### config.mk
export PLATFORM = sky130hd
export DESIGN_NAME = flash_status_write_control
export DESIGN_NICKNAME = d
export VERILOG_FILES = /design/src/rtl/flash_status_pkg.sv /design/src/rtl/flash_status_write_control.sv /design/src/rtl/pin_sync.sv
export SDC_FILE = /design/constraint.sdc
export NUM_CORES = 1
export LEC_CHECK = 0
export BUFFER_PORTS_ARGS = -buffer_cell sky130_fd_sc_hd__buf_4
export CORE_MARGIN = 2
export CORE_UTILIZATION = 50
export DETAILED_ROUTE_END_ITERATION = 8
export PLACE_DENSITY = 0.68
export SYNTH_ARGS = -nofsm -noshare
export SYNTH_HDL_FRONTEND = slang
export SYNTH_HIERARCHICAL = 1
export SYNTH_SLANG_ARGS = --single-unit
### constraint.sdc
create_clock -name CLK -period 4.1 [get_ports CLK]
set_clock_uncertainty 0.15 [all_clocks]
set_input_delay 0.82 -clock CLK [delete_from_list [all_inputs] [get_ports CLK]]
set_output_delay 0.82 -clock CLK [all_outputs]
set_load 0.05 [all_outputs]
### src/rtl/flash_status_pkg.sv
/*
 * constants for the flash status-register write and poll block.
 * assumes an spi mode 0/3 host; device clocked at 40 MHz.
 */
package flash_status_pkg;
    // -----------------------------------------------------------
    // opcodes
    // -----------------------------------------------------------
    localparam logic [7:0] OP_WRITE_STATUS_ONE = 8'h01;
    localparam logic [7:0] OP_WRITE_STATUS_TWO = 8'h31;
    localparam logic [7:0] OP_READ_STATUS = 8'h05;
    localparam logic [7:0] OP_WRITE_ENABLE = 8'h06;
    localparam logic [7:0] OP_WRITE_DISABLE = 8'h04;
    localparam logic [7:0] OP_RESET_ENABLE = 8'h66;
    localparam logic [7:0] OP_RESET = 8'h99;
    // -----------------------------------------------------------
    // status byte fields
    // -----------------------------------------------------------
    localparam int BIT_READY_BUSY = 0;
    localparam int BIT_WRITE_ENABLE = 1;
    localparam int BIT_ARRAY_PROTECT = 2;
    localparam int BIT_WP_PIN = 4;
    localparam int BIT_ARRAY_ERROR = 5;
    localparam int BIT_PROTECT_LOCK = 7;
    localparam int BIT_SOFT_RESET = 4;
    localparam int BITS_PER_BYTE = 8;
    localparam logic [7:0] BYTE_TWO_RESERVED_VAL = 8'h00;
endpackage : flash_status_pkg

### src/rtl/flash_status_write_control.sv
/*
 * status-register write and poll logic of a serial flash device.
 * assumes an spi host in mode 0 or 3; sclk and chip select are
 * oversampled by CLK; the array engine reports busy and error.
 */
// How it works
// [RL1] host polls status until ready_busy_flag drops from one to zero
// [RL2] ready_busy_flag sits at bit 0 of both status bytes
// [RL3] reset command ignored while soft_reset_permit is zero
// [RL4] reset command acted on when soft_reset_permit is one
// [RL5] soft_reset_permit survives reset command; only write or power
// [RL6] only byte-two status write alters soft_reset_permit
// [RL7] byte-two write touches only positions 4 and 3; code loads position 4 only
// [RL8] host sets write enable before byte-one status write
// [RL9] opcode 01h, data bit 7 lock, bit 2 array protect
// [RL10] bytes after byte-one data are discarded
// [RL11] on deselect after valid 01h write, load bits, clear latch
// [RL12] protection change depends on new value, old lock, wp pin
// [RL13] partial byte-one write aborts, keeps bits, clears latch
// [RL14] with wp asserted, lock may only be set; clear attempt ignored
// [RL15] host sets write enable before byte-two status write
// [RL16] opcode 31h, data bit 4 reset permit, extra bytes discarded
// [RL17] on deselect after valid 31h write, load permit, clear latch
// [RL18] partial byte-two write keeps permit, still clears latch
// [RL19] opcode 05h streams byte one then two, msb first, repeating
// [RL20] status writes refused while write_enable_latch is zero
// [RL21] protect_lock_bit is zero after power-up
// [RL22] reserved byte-two positions read zero, ignore writes
`timescale 1ns/1ps
module flash_status_write_control (
    input wire logic CLK,
    input wire logic RSTN,
    input wire logic CS_N,
    input wire logic SCLK,
    input wire logic SI,
    input wire logic WP_N,
    input wire logic ARRAY_BUSY,
    input wire logic ARRAY_ERROR,
    output logic SO,
    output logic SO_OE,
    output logic PROTECT_LOCK,
    output logic ARRAY_PROTECT,
    output logic WRITE_ENABLE,
    output logic SOFT_RESET_PERMIT,
    output logic SOFT_RESET_PULSE
);
    // -----------------------------------------------------------
    // pin synchronisers
    // -----------------------------------------------------------
    logic cs_n_s;
    logic sclk_s;
    logic si_s;
    logic wp_n_s;
    logic sclk_d;
    logic cs_n_d;

    pin_sync #(.RESET_VAL(1'b1)) u_cs (.clk(CLK), .rstn(RSTN),
        .async_in(CS_N), .level(cs_n_s));
    pin_sync #(.RESET_VAL(1'b0)) u_sclk (.clk(CLK), .rstn(RSTN),
        .async_in(SCLK), .level(sclk_s));
    pin_sync #(.RESET_VAL(1'b0)) u_si (.clk(CLK), .rstn(RSTN),
        .async_in(SI), .level(si_s));
    pin_sync #(.RESET_VAL(1'b1)) u_wp (.clk(CLK), .rstn(RSTN),
        .async_in(WP_N), .level(wp_n_s));

    always_ff @(posedge CLK) begin
        if (!RSTN) begin
            sclk_d <= 1'b0;
            cs_n_d <= 1'b1;
        end else begin
            sclk_d <= sclk_s;
            cs_n_d <= cs_n_s;
        end
    end

    logic rise;
    logic fall;
    logic cs_start;
    logic cs_end;
    assign rise = !cs_n_s && sclk_s && !sclk_d;
    assign fall = !cs_n_s && !sclk_s && sclk_d;
    assign cs_start = cs_n_d && !cs_n_s;
    assign cs_end = !cs_n_d && cs_n_s;

    // -----------------------------------------------------------
    // command shifter
    // -----------------------------------------------------------
    typedef enum {ST_OPCODE, ST_DATA, ST_IGNORE, ST_READ} state_t;
    state_t state;
    logic [2:0] bit_cnt;
    logic [6:0] shift;
    logic [7:0] opcode;
    logic [7:0] data;
    logic data_done;
    logic [7:0] next_byte;
    assign next_byte = {shift, si_s};

    function automatic logic is_status_write(input logic [7:0] op);
        return op == flash_status_pkg::OP_WRITE_STATUS_ONE ||
               op == flash_status_pkg::OP_WRITE_STATUS_TWO;
    endfunction : is_status_write

    always_ff @(posedge CLK) begin
        if (!RSTN || cs_start) begin
            bit_cnt <= 3'h0;
            shift <= 7'h00;
        end else if (rise) begin
            bit_cnt <= bit_cnt + 3'h1;
            shift <= next_byte[6:0];
        end
    end

    always_ff @(posedge CLK) begin
        if (!RSTN || cs_start) begin
            state <= ST_OPCODE;
            opcode <= 8'h00;
            data <= 8'h00;
            data_done <= 1'b0;
        end else if (rise && bit_cnt == 3'h7) begin
            case (state)
                ST_OPCODE: begin
                    opcode <= next_byte;
                    if (next_byte == flash_status_pkg::OP_READ_STATUS) begin
                        state <= ST_READ; // see [RL19]
                    end else if (is_status_write(next_byte)) begin
                        state <= ST_DATA;
                    end else begin
                        state <= ST_IGNORE;
                    end
                end
                ST_DATA: begin
                    data <= next_byte;
                    data_done <= 1'b1;
                    state <= ST_IGNORE; // see [RL10] see [RL16]
                end
                ST_IGNORE: state <= ST_IGNORE;
                ST_READ: state <= ST_READ;
                default: state <= ST_IGNORE;
            endcase
        end
    end

    logic on_boundary;
    logic full_opcode;
    logic valid_write;
    assign on_boundary = bit_cnt == 3'h0;
    assign full_opcode = state != ST_OPCODE;
    assign valid_write = data_done && on_boundary && WRITE_ENABLE;

    // -----------------------------------------------------------
    // status bits
    // -----------------------------------------------------------
    logic new_lock;
    logic lock_clear_blocked;
    assign new_lock = data[flash_status_pkg::BIT_PROTECT_LOCK];
    assign lock_clear_blocked = !wp_n_s && PROTECT_LOCK && !new_lock;

    always_ff @(posedge CLK) begin
        if (!RSTN) begin
            PROTECT_LOCK <= 1'b0; // see [RL21]
            ARRAY_PROTECT <= 1'b0;
        end else if (cs_end && valid_write && state == ST_IGNORE
                && opcode == flash_status_pkg::OP_WRITE_STATUS_ONE
                && !lock_clear_blocked) begin // see [RL14]
            PROTECT_LOCK <= new_lock; // see [RL9] see [RL11]
            // lock with wp asserted freezes array protect
            if (!(PROTECT_LOCK && !wp_n_s)) begin // see [RL12]
                ARRAY_PROTECT <=
                    data[flash_status_pkg::BIT_ARRAY_PROTECT];
            end
        end
    end // see [RL13]

    always_ff @(posedge CLK) begin
        if (!RSTN) begin
            SOFT_RESET_PERMIT <= 1'b0; // see [RL3]
        end else if (cs_end && valid_write
                && opcode == flash_status_pkg::OP_WRITE_STATUS_TWO) begin
            SOFT_RESET_PERMIT <=
                data[flash_status_pkg::BIT_SOFT_RESET]; // see [RL6] see [RL17]
        end
    end // see [RL5] see [RL7] see [RL18]

    always_ff @(posedge CLK) begin
        if (!RSTN) begin
            WRITE_ENABLE <= 1'b0;
        end else if (cs_end && on_boundary && state == ST_IGNORE
                && opcode == flash_status_pkg::OP_WRITE_ENABLE) begin
            WRITE_ENABLE <= 1'b1;
        end else if (cs_end && full_opcode && (is_status_write(opcode)
                || opcode == flash_status_pkg::OP_WRITE_DISABLE)) begin
            WRITE_ENABLE <= 1'b0; // see [RL11] see [RL13] see [RL20]
        end
    end

    // -----------------------------------------------------------
    // reset command gate
    // -----------------------------------------------------------
    always_ff @(posedge CLK) begin
        if (!RSTN) begin
            SOFT_RESET_PULSE <= 1'b0;
        end else begin
            SOFT_RESET_PULSE <= cs_end && on_boundary && SOFT_RESET_PERMIT
                && state == ST_IGNORE
                && opcode == flash_status_pkg::OP_RESET; // see [RL3] see [RL4]
        end
    end

    // -----------------------------------------------------------
    // status readout
    // -----------------------------------------------------------
    logic [7:0] byte_one;
    logic [7:0] byte_two;
    logic [7:0] out_byte;
    logic out_sel;
    logic [2:0] out_cnt;

    always_comb begin
        byte_one = 8'h00;
        byte_one[flash_status_pkg::BIT_PROTECT_LOCK] = PROTECT_LOCK;
        byte_one[flash_status_pkg::BIT_ARRAY_ERROR] = ARRAY_ERROR;
        byte_one[flash_status_pkg::BIT_WP_PIN] = wp_n_s;
        byte_one[flash_status_pkg::BIT_ARRAY_PROTECT] = ARRAY_PROTECT;
        byte_one[flash_status_pkg::BIT_WRITE_ENABLE] = WRITE_ENABLE;
        byte_one[flash_status_pkg::BIT_READY_BUSY] = ARRAY_BUSY; // see [RL2]
        byte_two = flash_status_pkg::BYTE_TWO_RESERVED_VAL; // see [RL22]
        byte_two[flash_status_pkg::BIT_SOFT_RESET] = SOFT_RESET_PERMIT;
        byte_two[flash_status_pkg::BIT_READY_BUSY] = ARRAY_BUSY; // see [RL2]
    end

    // capture fresh byte at each byte start so polling sees new data
    always_ff @(posedge CLK) begin
        if (!RSTN || cs_start) begin
            out_sel <= 1'b0;
            out_cnt <= 3'h0;
            out_byte <= 8'h00;
        end else if (state == ST_READ && fall) begin
            if (out_cnt == 3'h0) begin
                out_byte <= out_sel ? {byte_two[6:0], 1'b0}
                                    : {byte_one[6:0], 1'b0};
                out_sel <= !out_sel; // see [RL1] see [RL19]
            end else begin
                out_byte <= {out_byte[6:0], 1'b0};
            end
            out_cnt <= out_cnt + 3'h1;
        end
    end

    always_ff @(posedge CLK) begin
        if (!RSTN || cs_n_s) begin
            SO <= 1'b0;
            SO_OE <= 1'b0;
        end else if (state == ST_READ && fall) begin
            SO_OE <= 1'b1;
            if (out_cnt == 3'h0) begin
                SO <= out_sel ? byte_two[7] : byte_one[7];
            end else begin
                SO <= out_byte[7];
            end
        end
    end
endmodule : flash_status_write_control

### src/rtl/pin_sync.sv
/*
 * three-stage synchroniser with agreement of the last two stages.
 * assumes an asynchronous input and a single clock domain.
 */
`timescale 1ns/1ps
module pin_sync #(
    parameter logic RESET_VAL = 1'b0
) (
    input wire logic clk,
    input wire logic rstn,
    input wire logic async_in,
    output logic level
);
    logic s1;
    logic s2;
    logic s3;

    always_ff @(posedge clk) begin
        if (!rstn) begin
            s1 <= RESET_VAL;
            s2 <= RESET_VAL;
            s3 <= RESET_VAL;
        end else begin
            s1 <= async_in;
            s2 <= s1;
            s3 <= s2;
        end
    end

    // change counts once second and third agree
    always_ff @(posedge clk) begin
        if (!rstn) begin
            level <= RESET_VAL;
        end else if (s2 == s3) begin
            level <= s3;
        end
    end
endmodule : pin_sync

Word-level counts from Yosys, hierarchy flattened
Cells that the tools add are included.

cells by class
  add/subtract/negate cells = 2
  eq/ne operators = 17
  muxes and demuxes = 9
  bitwise operators = 1
  reductions and logical operators = 48

operator list
  kind                                                              count
  32-bit by 3-bit == test with 1-bit output, second input constant  2
  32-bit one-hot mux with 2 select lines                            1
  32-bit by 1-bit == test with 1-bit output, second input constant  1
  32-bit by 2-bit == test with 1-bit output, second input constant  1
  32-bit zero test                                                  1
  32-bit nonzero test                                               1
  1-bit logical AND                                                 25
  8-bit by 3-bit == test with 1-bit output, second input constant   3
  8-bit by 1-bit == test with 1-bit output, second input constant   2
  8-bit by 6-bit == test with 1-bit output, second input constant   2
  1-bit zero test                                                   9
  8-bit == test, second input constant                              1
  8-bit 2-to-1 mux                                                  1
  2-bit AND reduction                                               4
  7-bit 2-to-1 mux                                                  1
  3-bit by 1-bit adder with 3-bit output, second input constant     2
  3-bit zero test                                                   2
  1-bit logical OR                                                  5
  1-bit == test                                                     4
  1-bit 2-to-1 mux                                                  4
  2-bit 2-to-1 mux                                                  2
  3-bit == test, second input constant                              1
  2-bit nonzero test                                                1
  1-bit NOT                                                         1

word-level totals
  register bits = 96
  input bits = 8
  output and inout bits = 7
  logic and storage cells = 111

Depth between registers and ports, before layout
  depth after elaboration = 8
  mapped depth = 7
  gate-level depth less buffers = 6

Cells and area by module
Netlist, hierarchy kept.

modules (own cells, without submodules)
  module                      instances  cells each  area an instance (um2)  sequential area each (um2)
  flash_status_write_control  1          218         1976.9                  880.8
  pin_sync (u_sclk ...)       2          10          116.4                   80.1
  pin_sync (u_cs ...)         2          10          112.6                   80.1

Least setup slack after synthesis
No wires, ideal clock.

  path type = reg-to-reg
  start = reg u_cs.level
  end = reg state[0]
  library setup time = 70 ps
  data arrival time = 1476 ps
  required time = 3880 ps
  setup slack = 2404 ps
  stages on the path, launching flop included = 6
  buffers on the path = 1
  period minus slack after synthesis = 1696 ps
  cells stage by stage = dfxtp_1 buf_2 nor3b_4 nand3_2 or4_1 a21oi_1

on the way
  word-level cells in the longest chain between the ends = 4
  elaborated cells between the ends (all ways) = 6
  those cells by class = reduce/logical: 6

ends and longest elaborated chain
  element                         line                                                                text
  start, declared                 pin_sync.sv:12                                                      output logic level
  start signal, assigned          pin_sync.sv:33                                                      level <= RESET_VAL;
  start signal, assigned          pin_sync.sv:35                                                      level <= s3;
  1-bit zero test *               flash_status_write_control.sv:80, flash_status_write_control.sv:82
  1-bit logical AND (2 in a row)  flash_status_write_control.sv:80                                    assign rise = !cs_n_s && sclk_s && !sclk_d;
  1-bit logical AND               flash_status_write_control.sv:119                                   end else if (rise && bit_cnt == 3'h7) begin
  end signal, assigned            flash_status_write_control.sv:124                                   state <= ST_READ;
  end signal, assigned            flash_status_write_control.sv:126                                   state <= ST_DATA;
  end signal, assigned            flash_status_write_control.sv:128                                   state <= ST_IGNORE;
  end, declared                   flash_status_write_control.sv:89                                    state_t state;

Every way passes the cells marked *; elsewhere a longest branch is shown, timed or not.
A chain may end at the register's enable or synchronous reset.

Worst setup path after layout
  start = reg u_cs.level
  end = reg opcode[5]

on the way
  word-level cells in the longest chain between the ends = 5
  elaborated cells between the ends (all ways) = 7
  those cells by class = reduce/logical: 7

ends and longest elaborated chain
  element                               line                                                                text
  1-bit zero test *                     flash_status_write_control.sv:80, flash_status_write_control.sv:82
  1-bit logical AND (2 in a row)        flash_status_write_control.sv:80
  1-bit logical AND                     flash_status_write_control.sv:119
  2-bit AND reduction (no source line)  --
  end signal, assigned                  flash_status_write_control.sv:122                                   opcode <= next_byte;
  end, declared                         flash_status_write_control.sv:92                                    logic [7:0] opcode;

Marked as above.

==> results.cfg <==
[outcome]
status = completed

[power_and_ir_drop]
pwr-share-clk = 0.448
p_sw_mw = 0.230
power_per_cell_area_nw_per_um2 = 397
p_int_mw = 0.874
irDropWorstVdd_uv = 177
cellLeakagePower_nw = 1.02
power_mw = 1.10
combinationalPowerShare = 0.018
p_seq_frac = 0.534
switching_share = 0.208

[finish]
final_util = 0.588
n_antenna_cell = 0
fin_area_sq_um = 2780
final_cell_mix = 60 x dfxtp_1, 35 x nor2_1, 23 x nand2_1
fill_cells = 440
multiInputGateArea_sq_um = 1160
drive_above_1_share = 0.133
ff_latch_area_sq_um = 1200
finish.net_count = 291
synthToLayoutAreaGrowth_pct = 14.1
layout.cells.most_common = dfxtp_1

[synth]
synth_seq_area_share = 0.493
synth_flop_cell = dfxtp_1
synth_edf_count = 0
postSynthRegisterBits = 60
synth_cell_types = 43
syn_nets = 275
netlist_instances = 258
yosys_warnings = 6
avgSynthCellArea_sq_um = 9.44
ys_async_sr_fraction = 0
synth_area_sq_um = 2430

[sta]
finalCritPeriodShare = 0.551
tns_ps = 0
final_max_slew_viol_count = 0
hold_slack_ps = 255
slew_headroom = 0.426
worst_pin_slew_ps = 860
fmax_mhz = 443
hold_viol = 0
fin_crit_ps = 2260
setup_viol_count_final = 0
rsz0062_at_grt = false

[worst_setup_path]
r2r_cells = 4
cp_data_arrival_time_ps = 2330
reg2reg_slack_ps = 1840
reg2reg_to = opcode[5]
cp_max_fo = 16
startpoint_type = flop
timing.rr.start = u_cs/level
critical_path_class = reg -> reg
cp.required_ps = 4170
end_kind = flop

[clocking]
post_cts_buffers = 0
path_clk_slew_ps = 60
cts-root-buf = clkbuf_8
clock_path_buffers = 2
cts_buffers = 9
cts_hold_buf = 0
h-tree-depth = 3
cts_resized = 0
insertion_delay_ps = 330
cts_tree = yes
cts.sinks = 60

[die]
start_util = 0.515
die_h_um = 73.8
num_io_pins = 15
coreArea_sq_um = 4720
die-area_sq_um = 5440
die_w_um = 73.8
num_rows = 25

[min_path]
worst_hold_path.endpoint = u_wp/s2
hp-class = reg -> reg
hold_path_depth = 1
hold_path_startpoint = u_wp/s1

[placed_design]
place.gp.congestion = 0.767
port_buffers = 14
dpl_cell_area_sq_um = 2590
dpl.hpwl_mm = 2.95

[run]
max-cap-violations = 0

[global_route]
antenna_found_initial = 0
grt_pass1_vias = 1548
grt_max_degree = 29
grt.overflow.total = 0
grt_pass1_wl_mm = 7.10
gr-usage-all-layers = 0.175

[route]
num_vias = 1747
final_antenna_net_count = 0
wl_per_cell_um = 12.2
vias_per_cell = 5.05
drc_errors = 0
dr.pass1.iters = 4
drt-initial-drc-count = 97
routed_wl_mm = 4.22
-- power groups by stage --
stage                     Clock (mW)  Sequential [mW]  Combinational, mW
after floorplan                    0            0.602            0.00988
after global placement             0            0.603             0.0193
after detailed placement           0            0.603             0.0196
after CTS                      0.510            0.590             0.0196
after global routing           0.536            0.590             0.0213
final                          0.495            0.590             0.0193
-- cell type report --
type	instances	area share
inverters	10	0.0135
clock inverters	5	0.0189
clock buffers	11	0.0473
repair buffers	15	0.0405
flip-flops and latches	60	0.432
well taps	67	0.0302
multi-input cells	178	0.417
-- synth_stat cells, drive strengths merged (2+ instances only) --
library cell / n / share of area
dfxtp: 60 / 0.49
nor2: 35 / 0.054
nand2: 23 / 0.035
mux2i: 20 / 0.082
a21oi: 16 / 0.033
inv: 10 / 0.015
ha: 9 / 0.046
nand3: 9 / 0.021
nand2b: 8 / 0.021
and2: 7 / 0.019
o21ai: 7 / 0.014
clkbuf: 6 / 0.0092
buf: 4 / 0.0077
a311oi: 3 / 0.011
nand3b: 3 / 0.0092
nor3b: 3 / 0.014
o211ai: 3 / 0.0092
a21boi: 2 / 0.0062
and4bb: 2 / 0.010
nand4: 2 / 0.0051
nor2b: 2 / 0.0051
nor3: 2 / 0.0041
nor4b: 2 / 0.0072
o311ai: 2 / 0.0072
o31ai: 2 / 0.0062
or3: 2 / 0.0051
xnor2: 2 / 0.0072
xor2: 2 / 0.0072
-- through the flow --
| step | setup WS (ps) | cells |
|---|---|---|
| after floorplan | 2400 | 258 |
| after global placement | 1900 | 330 |
| after detailed placement | 1890 | 330 |
| after CTS | 1850 | 346 |
| after global routing | 1710 | 346 |
| final | 1840 | 346 |
-- kinds of logic (layout without fill, tap and decap cells) --
kind of cell,count (synthesis),in the layout,synth area share
and+or+nand+nor,106,106,0.231
adders and majority gates,9,9,0.0462
muxes,21,21,0.0868
AOI/OAI and AO/OA,38,38,0.0961
DFF,60,60,0.493
xor gates and xnor gates,4,4,0.0144
buffers and inverters,20,41,0.0324
-- worst max path at each step --
stage	start	end	slack, ps	cells past startpoint
CTS	u_cs/level	opcode[5]	1850	4
detailed placement	u_cs/level	opcode[5]	1890	4
finish	u_cs/level	opcode[5]	1840	4
floorplan	u_cs/level	state[0]	2400	5
global route	u_cs/level	opcode[5]	1710	4
global placement	u_cs/level	opcode[3]	1900	4
-- critical path, stage by stage (launching register included) --
cell     delay [ps]
dfxtp_1         400
nor3b_4         760
and3_1          530
mux2i_1         250
nor2_1           50
-- per-layer routing --
metal  routed length [um]  GRT usage
met2                 1810      0.252
met5                    0          0
met4                   88     0.0970
met1                 2200      0.233
met3                  127     0.0535
-- sequential cells by signal, summed over array words and instances (netlist names), 2 cells and up --
register	cells
opcode	8
state	2
bit_cnt	3
out_byte	7
out_cnt	3
shift	7
data	3
No activity file was read; power rests on OpenSTA's default activity.
